### src/gtm_defines.svh
`ifndef GTM_DEFINES_SVH
`define GTM_DEFINES_SVH
// bus geometry
`define GTM_AW 8
`define GTM_DW 32
// register byte offsets
`define GTM_OFS_CTRL 8'h00
`define GTM_OFS_COUNT 8'h04
`define GTM_OFS_RELOAD 8'h08
`define GTM_OFS_STATUS 8'h0c
`define GTM_OFS_MASK 8'h10
// control fields
`define GTM_CTRL_EN 0
`define GTM_CTRL_MODE_LO 1
`define GTM_CTRL_POL 3
`define GTM_CTRL_OE 4
`define GTM_CTRL_PS_LO 5
// status fields
`define GTM_ST_EVT 0
`define GTM_ST_ARMED 1
`define GTM_ST_RUN 2
`define GTM_ST_OUT 3
// reset and restart values
`define GTM_RST_CTRL 8'h00
`define GTM_RST_COUNT 16'h0001
`define GTM_RST_RELOAD 16'h0000
`define GTM_COUNT_RESTART 16'h0001
// axi responses
`define GTM_RESP_OK 2'b00
`define GTM_RESP_ERR 2'b10
`endif

### src/gtm_pkg.sv
package gtm_pkg;
    typedef enum logic [1:0] {
        GTM_ONESHOT = 2'h0,
        GTM_TRIG = 2'h1,
        GTM_CONT = 2'h2,
        GTM_RSVD = 2'h3
    } gtm_mode_t;
    typedef enum logic [2:0] {
        ST_IDLE = 3'h1,
        ST_WAIT = 3'h2,
        ST_RUN = 3'h4
    } gtm_state_t;
    typedef logic [15:0] gtm_cnt_t;
endpackage

### src/gtm_reg_if.sv
`timescale 1ns/1ps
`include "gtm_defines.svh"
interface gtm_reg_if;
    logic wr_en;
    logic [`GTM_AW-1:0] wr_addr;
    logic [`GTM_DW-1:0] wr_data;
    logic [3:0] wr_strb;
    logic wr_ok;
    logic [`GTM_AW-1:0] rd_addr;
    logic [`GTM_DW-1:0] rd_data;
    logic rd_ok;
    modport slave (output wr_en, wr_addr, wr_data, wr_strb, rd_addr,
                   input wr_ok, rd_data, rd_ok);
    modport regs (input wr_en, wr_addr, wr_data, wr_strb, rd_addr,
                  output wr_ok, rd_data, rd_ok);
endinterface

### src/gtm_axil_slave.sv
`timescale 1ns/1ps
`include "gtm_defines.svh"
module gtm_axil_slave (
    // clock and reset
    input wire logic aclk,
    input wire logic aresetn,
    // write channels
    input wire logic [`GTM_AW-1:0] awaddr,
    input wire logic awvalid,
    output logic awready,
    input wire logic [`GTM_DW-1:0] wdata,
    input wire logic [3:0] wstrb,
    input wire logic wvalid,
    output logic wready,
    output logic [1:0] bresp,
    output logic bvalid,
    input wire logic bready,
    // read channels
    input wire logic [`GTM_AW-1:0] araddr,
    input wire logic arvalid,
    output logic arready,
    output logic [`GTM_DW-1:0] rdata,
    output logic [1:0] rresp,
    output logic rvalid,
    input wire logic rready,
    // register side
    gtm_reg_if.slave bus
);
    logic rd_pend;

    // ****************************************
    // write path
    // ****************************************
    // address and data are taken in either order; the write fires
    // once both are held, and both readies return after the response
    always_ff @(posedge aclk) begin
        if (!aresetn) begin
            awready <= 1'b1;
            wready <= 1'b1;
            bvalid <= 1'b0;
            bresp <= `GTM_RESP_OK;
            bus.wr_en <= 1'b0;
            bus.wr_addr <= '0;
            bus.wr_data <= '0;
            bus.wr_strb <= '0;
        end else begin
            bus.wr_en <= 1'b0;
            if (awvalid && awready) begin
                awready <= 1'b0;
                bus.wr_addr <= awaddr;
            end
            if (wvalid && wready) begin
                wready <= 1'b0;
                bus.wr_data <= wdata;
                bus.wr_strb <= wstrb;
            end
            if (!awready && !wready && !bvalid && !bus.wr_en) begin
                bus.wr_en <= 1'b1;
            end
            if (bus.wr_en) begin
                bvalid <= 1'b1;
                bresp <= bus.wr_ok ? `GTM_RESP_OK : `GTM_RESP_ERR;
            end
            if (bvalid && bready) begin
                bvalid <= 1'b0;
                awready <= 1'b1;
                wready <= 1'b1;
            end
        end
    end

    // ****************************************
    // read path
    // ****************************************
    // the data is sampled one cycle after the address is taken
    always_ff @(posedge aclk) begin
        if (!aresetn) begin
            arready <= 1'b1;
            rvalid <= 1'b0;
            rdata <= '0;
            rresp <= `GTM_RESP_OK;
            rd_pend <= 1'b0;
            bus.rd_addr <= '0;
        end else begin
            rd_pend <= 1'b0;
            if (arvalid && arready) begin
                arready <= 1'b0;
                bus.rd_addr <= araddr;
                rd_pend <= 1'b1;
            end
            if (rd_pend) begin
                rvalid <= 1'b1;
                rdata <= bus.rd_ok ? bus.rd_data : '0;
                rresp <= bus.rd_ok ? `GTM_RESP_OK : `GTM_RESP_ERR;
            end
            if (rvalid && rready) begin
                rvalid <= 1'b0;
                arready <= 1'b1;
            end
        end
    end
endmodule

### src/gtm_timer.sv
`timescale 1ns/1ps
`include "gtm_defines.svh"
// Behaviour
// - one-shot counts prescaled ticks upward until count equals reload
// - one-shot reload: interrupt, count to 0001h, clear enable, stop
// - one-shot with output on: output inverted one clock at reload
// - one-shot timeout is (reload - start + 1) times prescale clocks
// - triggered mode waits for polarity-selected edge on input pin
// - after trigger, count prescaled ticks up to reload
// - triggered reload: one-clock output pulse, interrupt, count 0001h
// - then wait for next trigger; edges while counting are ignored
// - in triggered mode enable only arms the timer
// - trigger passes a two-stage synchroniser, 2-3 clocks extra
// - continuous reload: interrupt, count 0001h, keep counting
// - continuous with output on: toggle output on every reload
// - written start count applies only to first continuous pass
// - continuous period is reload times prescale clocks
// - prescaler divides the clock by 1 to 128
// - reload below count: count wraps through FFFFh to 0000h
module gtm_timer (
    // clock and reset
    input wire logic aclk,
    input wire logic aresetn,
    // axi4-lite write
    input wire logic [`GTM_AW-1:0] s_axi_awaddr,
    input wire logic s_axi_awvalid,
    output logic s_axi_awready,
    input wire logic [`GTM_DW-1:0] s_axi_wdata,
    input wire logic [3:0] s_axi_wstrb,
    input wire logic s_axi_wvalid,
    output logic s_axi_wready,
    output logic [1:0] s_axi_bresp,
    output logic s_axi_bvalid,
    input wire logic s_axi_bready,
    // axi4-lite read
    input wire logic [`GTM_AW-1:0] s_axi_araddr,
    input wire logic s_axi_arvalid,
    output logic s_axi_arready,
    output logic [`GTM_DW-1:0] s_axi_rdata,
    output logic [1:0] s_axi_rresp,
    output logic s_axi_rvalid,
    input wire logic s_axi_rready,
    // timer pins
    input wire logic timer_in,
    output gtm_pkg::gtm_cnt_t unused_cnt_mirror,
    output logic timer_out,
    // interrupt
    output logic irq,
    output logic irq_event
);
    import gtm_pkg::*;

    gtm_reg_if rif();

    // ****************************************
    // state and registers
    // ****************************************
    logic enable;
    gtm_mode_t mode;
    logic pol;
    logic out_en;
    logic [2:0] presc;
    gtm_cnt_t count;
    gtm_cnt_t reload;
    logic evt_st;
    logic evt_mask;
    gtm_state_t state;
    gtm_state_t next_state;
    logic [6:0] pre_cnt;
    logic tin_s1;
    logic tin_s2;
    logic tin_s3;
    logic trig_edge;
    logic tick;
    logic hit;
    logic wr_ctrl;
    logic wr_cnt;
    logic next_tout;
    logic [7:0] ctrl_rst;
    logic [7:0] ctrl_new;

    // ****************************************
    // helpers
    // ****************************************
    // byte-lane merge of a write into a stored word
    function automatic logic [31:0] merge(input logic [31:0] old,
                                          input logic [31:0] nw,
                                          input logic [3:0] strb);
        logic [31:0] r;
        r = old;
        for (int i = 0; i < 4; i++) begin
            if (strb[i]) begin
                r[i*8 +: 8] = nw[i*8 +: 8];
            end
        end
        return r;
    endfunction

    // prescale code n divides by 2**n, so the divider limit is 2**n - 1
    function automatic logic [6:0] limit(input logic [2:0] code);
        logic [7:0] p;
        p = 8'h01 << code;
        return 7'(p - 8'h01);
    endfunction

    function automatic logic hit_addr(input logic [`GTM_AW-1:0] a,
                                      input logic [`GTM_AW-1:0] o);
        return a == o;
    endfunction

    gtm_axil_slave u_slave (
        .aclk(aclk),
        .aresetn(aresetn),
        .awaddr(s_axi_awaddr),
        .awvalid(s_axi_awvalid),
        .awready(s_axi_awready),
        .wdata(s_axi_wdata),
        .wstrb(s_axi_wstrb),
        .wvalid(s_axi_wvalid),
        .wready(s_axi_wready),
        .bresp(s_axi_bresp),
        .bvalid(s_axi_bvalid),
        .bready(s_axi_bready),
        .araddr(s_axi_araddr),
        .arvalid(s_axi_arvalid),
        .arready(s_axi_arready),
        .rdata(s_axi_rdata),
        .rresp(s_axi_rresp),
        .rvalid(s_axi_rvalid),
        .rready(s_axi_rready),
        .bus(rif.slave)
    );

    // ****************************************
    // register decode
    // ****************************************
    assign wr_ctrl = rif.wr_en && hit_addr(rif.wr_addr, `GTM_OFS_CTRL);
    assign wr_cnt = rif.wr_en && hit_addr(rif.wr_addr, `GTM_OFS_COUNT);

    // unmapped offsets answer with an error response
    always_comb begin
        rif.wr_ok = 1'b1;
        case (rif.wr_addr)
            `GTM_OFS_CTRL, `GTM_OFS_COUNT, `GTM_OFS_RELOAD,
            `GTM_OFS_STATUS, `GTM_OFS_MASK: rif.wr_ok = 1'b1;
            default: rif.wr_ok = 1'b0;
        endcase
    end

    // read mux; status shows live state of the machine
    always_comb begin
        rif.rd_ok = 1'b1;
        rif.rd_data = '0;
        case (rif.rd_addr)
            `GTM_OFS_CTRL: rif.rd_data[7:0] =
                {presc, out_en, pol, mode, enable};
            `GTM_OFS_COUNT: rif.rd_data[15:0] = count;
            `GTM_OFS_RELOAD: rif.rd_data[15:0] = reload;
            `GTM_OFS_STATUS: rif.rd_data[3:0] =
                {timer_out, state == ST_RUN, state == ST_WAIT, evt_st};
            `GTM_OFS_MASK: rif.rd_data[0] = evt_mask;
            default: rif.rd_ok = 1'b0;
        endcase
    end

    // ****************************************
    // control register
    // ****************************************
    // fields are split out so the mode enum is only written through a cast
    assign ctrl_rst = `GTM_RST_CTRL;
    assign ctrl_new = 8'(merge(32'({presc, out_en, pol, mode, enable}),
                               rif.wr_data, rif.wr_strb));

    // a software write wins over the hardware self-clear; software is
    // expected to disable first and set up before enabling again
    always_ff @(posedge aclk) begin
        if (!aresetn) begin
            presc <= ctrl_rst[7:5];
            out_en <= ctrl_rst[4];
            pol <= ctrl_rst[3];
            mode <= gtm_mode_t'(ctrl_rst[2:1]);
            enable <= ctrl_rst[0];
        end else if (wr_ctrl) begin
            presc <= ctrl_new[7:5];
            out_en <= ctrl_new[4];
            pol <= ctrl_new[3];
            mode <= gtm_mode_t'(ctrl_new[2:1]);
            enable <= ctrl_new[0];
        end else if (hit && mode == GTM_ONESHOT) begin
            enable <= 1'b0;
        end
    end

    // reload value and interrupt mask
    always_ff @(posedge aclk) begin
        if (!aresetn) begin
            reload <= `GTM_RST_RELOAD;
            evt_mask <= 1'b0;
        end else if (rif.wr_en) begin
            if (hit_addr(rif.wr_addr, `GTM_OFS_RELOAD)) begin
                reload <= 16'(merge(32'(reload), rif.wr_data,
                                    rif.wr_strb));
            end
            if (hit_addr(rif.wr_addr, `GTM_OFS_MASK) && rif.wr_strb[0]) begin
                evt_mask <= rif.wr_data[`GTM_ST_EVT];
            end
        end
    end

    // ****************************************
    // trigger input synchroniser
    // ****************************************
    // two stages before any logic; the third stage feeds the edge test
    always_ff @(posedge aclk) begin
        if (!aresetn) begin
            tin_s1 <= 1'b0;
            tin_s2 <= 1'b0;
            tin_s3 <= 1'b0;
        end else begin
            tin_s1 <= timer_in;
            tin_s2 <= tin_s1;
            tin_s3 <= tin_s2;
        end
    end

    // polarity low selects rising edges, high selects falling
    assign trig_edge = pol ? (tin_s3 && !tin_s2) : (!tin_s3 && tin_s2);

    // ****************************************
    // sequencing
    // ****************************************
    // a software disable returns to idle from any state
    always_comb begin
        next_state = state;
        case (state)
            ST_IDLE: begin
                if (enable && mode == GTM_TRIG) begin
                    next_state = ST_WAIT;
                end else if (enable && mode != GTM_RSVD) begin
                    next_state = ST_RUN;
                end
            end
            ST_WAIT: begin
                if (!enable) begin
                    next_state = ST_IDLE;
                end else if (trig_edge) begin
                    next_state = ST_RUN;
                end
            end
            ST_RUN: begin
                if (!enable) begin
                    next_state = ST_IDLE;
                end else if (hit && mode == GTM_ONESHOT) begin
                    next_state = ST_IDLE;
                end else if (hit && mode == GTM_TRIG) begin
                    next_state = ST_WAIT;
                end
            end
            default: next_state = ST_IDLE;
        endcase
    end

    always_ff @(posedge aclk) begin
        if (!aresetn) begin
            state <= ST_IDLE;
        end else begin
            state <= next_state;
        end
    end

    // ****************************************
    // prescaler and counter
    // ****************************************
    // the divider restarts whenever counting is not under way
    always_ff @(posedge aclk) begin
        if (!aresetn) begin
            pre_cnt <= '0;
        end else if (state != ST_RUN || tick) begin
            pre_cnt <= '0;
        end else begin
            pre_cnt <= pre_cnt + 7'h01;
        end
    end

    assign tick = state == ST_RUN && pre_cnt == limit(presc);
    // compare on every tick; trigger edges while running are unused
    assign hit = tick && count == reload;

    // a written start count only lasts until the first reload
    always_ff @(posedge aclk) begin
        if (!aresetn) begin
            count <= `GTM_RST_COUNT;
        end else if (wr_cnt) begin
            count <= 16'(merge(32'(count), rif.wr_data, rif.wr_strb));
        end else if (hit) begin
            count <= `GTM_COUNT_RESTART;
        end else if (tick) begin
            count <= count + 16'h0001;
        end
    end

    // ****************************************
    // timer output
    // ****************************************
    // one-shot modes invert for one clock; continuous toggles and
    // otherwise rests at the polarity level
    always_comb begin
        if (!out_en) begin
            next_tout = pol;
        end else if (mode == GTM_CONT) begin
            if (state != ST_RUN) begin
                next_tout = pol;
            end else begin
                next_tout = timer_out ^ hit;
            end
        end else begin
            next_tout = pol ^ hit;
        end
    end

    always_ff @(posedge aclk) begin
        if (!aresetn) begin
            timer_out <= 1'b0;
        end else begin
            timer_out <= next_tout;
        end
    end

    // ****************************************
    // interrupt
    // ****************************************
    // set wins over a write-one clear in the same cycle
    always_ff @(posedge aclk) begin
        if (!aresetn) begin
            evt_st <= 1'b0;
            irq_event <= 1'b0;
            irq <= 1'b0;
        end else begin
            irq_event <= hit;
            if (hit) begin
                evt_st <= 1'b1;
            end else if (rif.wr_en && rif.wr_strb[0] &&
                         hit_addr(rif.wr_addr, `GTM_OFS_STATUS) &&
                         rif.wr_data[`GTM_ST_EVT]) begin
                evt_st <= 1'b0;
            end
            irq <= (evt_st || hit) && evt_mask;
        end
    end

    // count mirror for observation pins
    always_ff @(posedge aclk) begin
        if (!aresetn) begin
            unused_cnt_mirror <= `GTM_RST_COUNT;
        end else begin
            unused_cnt_mirror <= count;
        end
    end

    // ****************************************
    // assertions
    // ****************************************
    property p_step;
        @(posedge aclk) disable iff (!aresetn)
        tick && !hit && !wr_cnt |=> count == $past(count) + 16'h0001;
    endproperty
    a_step: assert property (p_step)
        else $error("count did not advance on tick");

    property p_restart;
        @(posedge aclk) disable iff (!aresetn)
        hit && !wr_cnt |=> count == 16'h0001 && irq_event;
    endproperty
    a_restart: assert property (p_restart)
        else $error("reload did not restart count");

    property p_os_stop;
        @(posedge aclk) disable iff (!aresetn)
        hit && mode == GTM_ONESHOT && !wr_ctrl |=>
            !enable && state == ST_IDLE;
    endproperty
    a_os_stop: assert property (p_os_stop)
        else $error("one-shot did not stop");

    property p_os_pulse;
        @(posedge aclk) disable iff (!aresetn)
        hit && out_en && mode != GTM_CONT && !wr_ctrl |=>
            timer_out != pol ##1 (timer_out == $past(pol) || wr_ctrl);
    endproperty
    a_os_pulse: assert property (p_os_pulse)
        else $error("one-shot pulse wrong");

    property p_armed;
        @(posedge aclk) disable iff (!aresetn)
        state == ST_WAIT && !wr_cnt |=> count == $past(count);
    endproperty
    a_armed: assert property (p_armed)
        else $error("counted while armed");

    property p_trig_go;
        @(posedge aclk) disable iff (!aresetn)
        state == ST_WAIT && enable && trig_edge |=> state == ST_RUN;
    endproperty
    a_trig_go: assert property (p_trig_go)
        else $error("trigger edge not taken");

    property p_trig_back;
        @(posedge aclk) disable iff (!aresetn)
        hit && mode == GTM_TRIG && enable && !wr_ctrl |=>
            state == ST_WAIT;
    endproperty
    a_trig_back: assert property (p_trig_back)
        else $error("no return to wait after trigger shot");

    property p_cont_tog;
        @(posedge aclk) disable iff (!aresetn)
        hit && out_en && mode == GTM_CONT && enable && !wr_ctrl |=>
            timer_out != $past(timer_out) && state == ST_RUN;
    endproperty
    a_cont_tog: assert property (p_cont_tog)
        else $error("continuous output did not toggle");

    property p_presc;
        @(posedge aclk) disable iff (!aresetn)
        tick && presc != 3'h0 && !wr_ctrl |=> !tick;
    endproperty
    a_presc: assert property (p_presc)
        else $error("prescaler ticked twice");

    property p_sync;
        @(posedge aclk) disable iff (!aresetn)
        trig_edge && !pol |-> $past(timer_in, 2) && !$past(timer_in, 3);
    endproperty
    a_sync: assert property (p_sync)
        else $error("trigger not synchronised");

    c_oneshot: cover property (@(posedge aclk) disable iff (!aresetn)
        hit && mode == GTM_ONESHOT);
    c_trig: cover property (@(posedge aclk) disable iff (!aresetn)
        state == ST_WAIT ##1 state == ST_RUN ##[1:50] hit);
    c_cont: cover property (@(posedge aclk) disable iff (!aresetn)
        hit && mode == GTM_CONT ##[1:50] hit);
endmodule
### config.mk
export PLATFORM = sky130hd
export DESIGN_NAME = gtm_timer
export DESIGN_NICKNAME = d
export VERILOG_FILES = /design/src/gtm_pkg.sv /design/src/gtm_reg_if.sv /design/src/gtm_axil_slave.sv /design/src/gtm_timer.sv
export VERILOG_INCLUDE_DIRS = /design/src /design/src/src
export SDC_FILE = /design/constraint.sdc
export NUM_CORES = 1
export LEC_CHECK = 0
export ABC_CLOCK_PERIOD_IN_PS = 2900
export CAP_MARGIN = 25
export CORE_ASPECT_RATIO = 0.9
export CORE_MARGIN = 4
export CORE_UTILIZATION = 45
export CTS_CLUSTER_SIZE = 16
export DETAILED_ROUTE_END_ITERATION = 7
export DONT_BUFFER_PORTS = 1
export GPL_ROUTABILITY_DRIVEN = 0
export REMOVE_ABC_BUFFERS = 1
export SYNTH_ARGS = -nofsm -noshare
export SYNTH_HDL_FRONTEND = slang
export SYNTH_SLANG_ARGS = --single-unit
### constraint.sdc
create_clock -name aclk -period 2.9 [get_ports aclk]
set_clock_uncertainty 0.05 [all_clocks]
set_input_delay 0.58 -clock aclk [delete_from_list [all_inputs] [get_ports aclk]]
set_output_delay 0.58 -clock aclk [all_outputs]
set_load 0.005 [all_outputs]
**After elaboration in Yosys (flattened, before gate mapping)**

Index checks and enable logic that the tools add are counted.

- Register bits after elaboration: 151
- Input port bits: 60
- Output and inout port bits: 60

- Add/subtract/negate cells: 3
- Equal/unequal tests: 23
- Shift operators: 1
- Muxes and demuxes: 33
- Bitwise operators: 3
- Reductions and logical operators: 50

Operator list:

| kind | number |
|---|---|
| 2-to-1 mux 16 bit | 4 |
| == test 8 x 4 -> 1 bit (second input constant) | 4 |
| logical AND 1 bit | 23 |
| 2-to-1 mux 3 bit | 7 |
| adder 16 x 1 -> 16 bit (second input constant) | 1 |
| == test 16 bit | 1 |
| == test 8 x 3 -> 1 bit (second input constant) | 2 |
| == test 8 x 5 -> 1 bit (second input constant) | 2 |
| logical NOT 8 bit | 2 |
| 2-to-1 mux 8 bit | 2 |
| case mux 8 bit (2 select lines) | 1 |
| 2-to-1 mux 1 bit | 13 |
| case mux 3 bit (4 select lines) | 1 |
| case mux 4 bit (3 select lines) | 1 |
| AND reduction 2 bit | 5 |
| OR reduction 5 bit | 2 |
| inequality test 3 bit (second input constant) | 3 |
| case mux 3 bit (3 select lines) | 1 |
| AND reduction 3 bit | 3 |
| adder 7 x 1 -> 7 bit (second input constant) | 1 |
| == test 7 bit | 1 |
| left shift 1 x 3 -> 7 bit (first input constant) | 1 |
| subtractor 7 x 1 -> 7 bit (second input constant) | 1 |
| logical NOT 1 bit | 6 |
| other kinds (17) | 25 |

**Depth between registers and ports, before layout**

- Depth after elaboration: 10
- Depth in mapped cells: 13
- Gate-level depth less buffers: 10

**By module**

From an unflattened synthesis, not the netlist that was laid out.

- Cells, all modules: 918
- Area total of the unflattened synthesis: 7,822.5 µm²

By module, submodules not included:

| module | times used | cells an instance | area an instance (µm²) | seq. area each (µm²) |
|---|---|---|---|---|
| gtm_timer | 1 | 507 | 4,196.5 | 1,481.4 |
| gtm_axil_slave | 1 | 411 | 3,626.0 | 1,861.8 |

**Worst setup path after synthesis**

OpenSTA, ideal clock, no wires.

- Kind: register to register
- Start: reg presc[1]
- End: reg timer_out
- Library setup time: 0.125 ns
- Arrival: 2.652 ns
- Slack: 0.073 ns
- Stages on the path, launching flop included: 12
- Clock period less this slack: 2.827 ns
- Cell sequence: dfxtp_1 buf_4 or3_1 ha_1 buf_4 xnor2_1 nand4b_1 a311oi_2 o311ai_1 xor2_1 a2111oi_2 o41a_1

- Word-level cells in the longest chain between the ends: 9
- Elaborated cells on any way between the ends: 10
- Classes of those cells: add/sub (1); eq/ne (1); shift (1); mux (3); bitwise (2); reduce/logical (2)

Ends and longest elaborated chain:

| what | RTL line | RTL |
|---|---|---|
| start, declared | gtm_timer.sv:62 | `logic [2:0] presc;` |
| start signal, assigned | gtm_timer.sv:178 | `presc <= ctrl_rst[7:5];` |
| start signal, assigned | gtm_timer.sv:184 | `presc <= ctrl_new[7:5];` |
| left shift 1 x 3 -> 7 bit (*) | gtm_timer.sv:102 | `p = 8'h01 << code;` |
| subtractor 7 x 1 -> 7 bit (*) | gtm_timer.sv:103 | `return 7'(p - 8'h01);` |
| == test 7 bit (*) | gtm_timer.sv:285 | `assign tick = state == ST_RUN && pre_cnt == limit(presc);` |
| logical AND 1 bit (*) | gtm_timer.sv:285 |  |
| logical AND 1 bit (*) | gtm_timer.sv:287 | `assign hit = tick && count == reload;` |
| XOR 1 bit | gtm_timer.sv:314 | `next_tout = timer_out ^ hit;` |
| 2-to-1 mux 1 bit | gtm_timer.sv:311 | `if (state != ST_RUN) begin` |
| 2-to-1 mux 1 bit (*) | gtm_timer.sv:310 | `end else if (mode == GTM_CONT) begin` |
| 2-to-1 mux 1 bit (*) | gtm_timer.sv:308 | `if (!out_en) begin` |
| end signal, assigned | gtm_timer.sv:325 | `timer_out <= next_tout;` |
| end, declared | gtm_timer.sv:46 | `output logic timer_out,` |

Mark *: on every way between the ends. The rest lies on a longest branch, timed or not.
A chain may end at the register's enable or synchronous reset.

**Final worst setup path**

- Start: reg presc[2]
- End: reg count[9]

- Word-level cells in the longest chain between the ends: 7
- Elaborated cells on any way between the ends: 9
- Classes of those cells: add/sub (1); eq/ne (1); shift (1); mux (2); reduce/logical (4)

Ends and longest elaborated chain:

| what | RTL line | RTL |
|---|---|---|
| left shift 1 x 3 -> 7 bit (*) | gtm_timer.sv:102 |  |
| subtractor 7 x 1 -> 7 bit (*) | gtm_timer.sv:103 |  |
| == test 7 bit (*) | gtm_timer.sv:285 |  |
| logical AND 1 bit (*) | gtm_timer.sv:285 |  |
| logical AND 1 bit | gtm_timer.sv:287 |  |
| nonzero test 3 bit (no line) / 2-to-1 mux 16 bit (equally long branches) | - |  |
| AND reduction 2 bit (no line) / 2-to-1 mux 16 bit (equally long branches) | - |  |
| end signal, assigned | gtm_timer.sv:292 | `` count <= `GTM_RST_COUNT; `` |
| end signal, assigned | gtm_timer.sv:294 | `count <= 16'(merge(32'(count), rif.wr_data, rif.wr_strb));` |
| end signal, assigned | gtm_timer.sv:296 | `` count <= `GTM_COUNT_RESTART; `` |
| end, declared | gtm_timer.sv:63 | `gtm_cnt_t count;` |

Marks and branches as above.

==> results.yml <==
critical_path:
  crit_top_cell: "buf_4"
  cp_data_arrival_time_ns: 2.99
  reg2reg_slack_ns: 0.13
  start_kind: "flop"
  timing.critical_path.buf_inv: 3
  r2r-end: "count[9]"
  crit_end: "count[9]"
  cp-startpoint: "presc[2]"
  end_kind: "flop"
  path_cells: "or3_1 > ha_2 > xnor2_2 > nand4b_1 > a311oi_2 > buf_4 > and2_1 > a31oi_4 > buf_12 > buf_4 > a21oi_1 > o32ai_1"
  r2r-start: "presc[2]"
  cp_slowest_stage_delay_ns: 0.36
  path_depth: 12
  crit_family: "simple AND/OR/NAND/NOR gates"
  r2r_cells: 12
  crit_path_max_fanout: 13
  cp_slowest_cell: "dfxtp_1"
  crit_type: "reg2reg"
  cp.required_ns: 3.12
floorplan:
  fp.dieH_um: 119
  die_w_um: 132
  row_count: 40
  die_area_um2: 15700
  io_pins: 120
  design.core.area_um2: 13400
  start_util_pct: 46.3
drt:
  routedWlPerCell_um: 16.9
  drc: 0
  first_iter_violations: 349
  wl_um: 16100
  route.vias.total: 5329
  via_per_inst: 5.59
  postRouteAntennaNets: 0
  dr.pass1.iters: 5
yosys:
  synth_warnings: 0
  syn_inst: 761
  synth-edff-count: 0
  syn-cell-area_um2: 6210
  synthFlopType: "dfxtp_1"
  yosys_register_bits: 133
  yosysSeqAreaShare_pct: 42.9
  avgSynthCellArea_um2: 8.16
  postSynth.asyncResetShare_pct: 0
  synth.distinct_cells: 68
grt:
  grt_pass1_vias: 4991
  grt.total_usage_pct: 20.6
  overflow: 0
  antenna_found_initial: 0
  grt_pass1_wl_um: 25900
  grt_max_degree: 39
timing:
  finalSetupViolations: 0
  period_share_pct: 95.5
  hold_violations: 0
  period_needed_ns: 2.77
  slew_viol_final: 0
  fmax_mhz: 361
  worst_pin_slew_ns: 0.900
  slew_headroom_pct: 39.9
  hold_slack_ns: 0.196
run:
  maxCapViolCount: 0
placed_design:
  numPortBuffers: 0
  place_inst: 920
  hpwl_um: 11800
clocking:
  clockRootBuffer: "clkbuf_16"
  cts.sinks: 133
  cts_htree_levels: 4
  cts_inserted_buffers: 17
  cts_tree: "done"
  clk_pin_slew_ns: 0.05
  cts_max_path_buffers: 2
  clk_latency_ns: 0.42
layout:
  nets: 836
  final_util_pct: 53.1
  final_cell_mix: "nand2_1 (144), dfxtp_1 (133), a21oi_1 (98)"
  n_antenna_cell: 0
  final_cells: 954
  drive_above_1_share_pct: 12.1
  area_growth_pct: 14.6
  final_common_cell: "nand2_1"
power:
  power_frac_clock_pct: 51.4
  p_sw_share_pct: 21.6
  leakage_nw: 2.60
  powerDensity_nw_per_um2: 609
  peakVddDrop_uv: 395
  internal_power_mw: 3.40
  p_seq_share_pct: 44.6
  comb_power_share_pct: 4.0
  power_switching_mw: 0.936
min_path:
  hold_class: "in2reg"
status:
  status: "finished, final reports clean"
final cells by class:
type,instances,area (um^2)
inverter,20,75.1
sequential,133,2660
tap,168,210
clock inverter,8,120
timing repair buffer,38,323
multi-input combinational,563,3230
clock buffer,24,502
fill,1281,6290
logic make-up (layout without fill, tap and decap cells):
logic type,count (synthesis),after routing,synth area share [%]
buf+inv,82,90,6.55
mux,10,10,2.42
xor+xnor,29,29,4.33
flops,133,133,42.9
fa+ha+maj,3,3,0.605
compound gates,178,178,17.9
other cells,1,18,0.0604
simple gates,325,325,25.2
routing by layer:
metal | GRT usage, % | vias up | wire, um
met4 | 6.50 | 0 | 180
li1 | - | 2620 | -
met1 | 28.2 | 2483 | 7450
met3 | 7.05 | 19 | 1450
met5 | 0 | - | 0
met2 | 30.6 | 207 | 7060
synthesized netlist by cell type, types with 3 or more instances:
cell type  instances  area, um^2
nand2_1          144         541
dfxtp_1          133        2660
a21oi_1           98         490
nor2_1            46         173
nand3_1           45         225
clkbuf_1          30         113
xnor2_1           23         201
o21ai_0           22         110
buf_4             21         158
nand2b_1          21         131
inv_1             19        71.3
and2_1            13        81.3
nor3_1            10        50.1
a22o_1             7        61.3
nand4_1            7        43.8
a31oi_1            6        37.5
and3_1             6        37.5
mux2i_1            6        60.1
o32ai_1            6        52.6
a22oi_1            5        37.5
buf_1              5        18.8
o21bai_1           5        37.5
buf_2              4        20.0
mux4_2             4        90.1
nor2b_1            4        25.0
o22ai_1            4        25.0
or3_1              4        25.0
xor2_1             4        35.0
ha_1               3        37.5
o211a_1            3        30.0
o31ai_1            3        22.5
or4_1              3        22.5
per-stage QoR:
stage / worst slack [ns] / TNS (ns) / power (mW) / instance area [um^2]
6_report: 0.131 / 0 / 4.33 / 7120
5_1_grt: -0.00301 / -0.00301 / 4.50 / 7120
4_1_cts: 0.00985 / 0 / 4.38 / 7070
3_5_place_dp: 0.0253 / 0 / 2.15 / 6450
3_3_place_gp: 0.105 / 0 / 2.14 / 6450
2_1_floorplan: 0.0192 / 0 / 2.08 / 5940
state kept, by name (all words and copies together) (netlist names), 2 cells and up:
register and flops:
unused_cnt_mirror 16, presc 3, count 16, pre_cnt 7, state 3, u_slave.bus.wr_data 16, reload 16, u_slave.bus.rd_addr 8
u_slave.bus.wr_strb 2, mode 2, u_slave.bus.wr_addr 8, u_slave.rdata 16
worst min path at each step:
| stage | start | endpoint | cells after the start |
|---|---|---|---|
| final | aresetn | unused_cnt_mirror[0] | 1 |
| after global routing | aresetn | count[0] | 1 |
| after CTS | aresetn | unused_cnt_mirror[0] | 1 |
| after detailed placement | tin_s1 | tin_s2 | 1 |
| after global placement | tin_s1 | tin_s2 | 1 |
| after floorplan | tin_s1 | tin_s2 | 1 |
timing repair:
item	4_1_cts	5_1_grt
hold buffers	0	0
setup endpoints to repair	0	18
buffers inserted	0	2
gates resized for setup	0	4
power by group through the flow:
stage / clock [mW] / sequential, mW / combinational (mW)
floorplan: 0 / 1.95 / 0.127
global placement: 0 / 1.97 / 0.169
detailed placement: 0 / 1.97 / 0.173
CTS: 2.27 / 1.93 / 0.174
global route: 2.36 / 1.94 / 0.197
finish: 2.23 / 1.93 / 0.173
(Power assumes the default switching activity.)
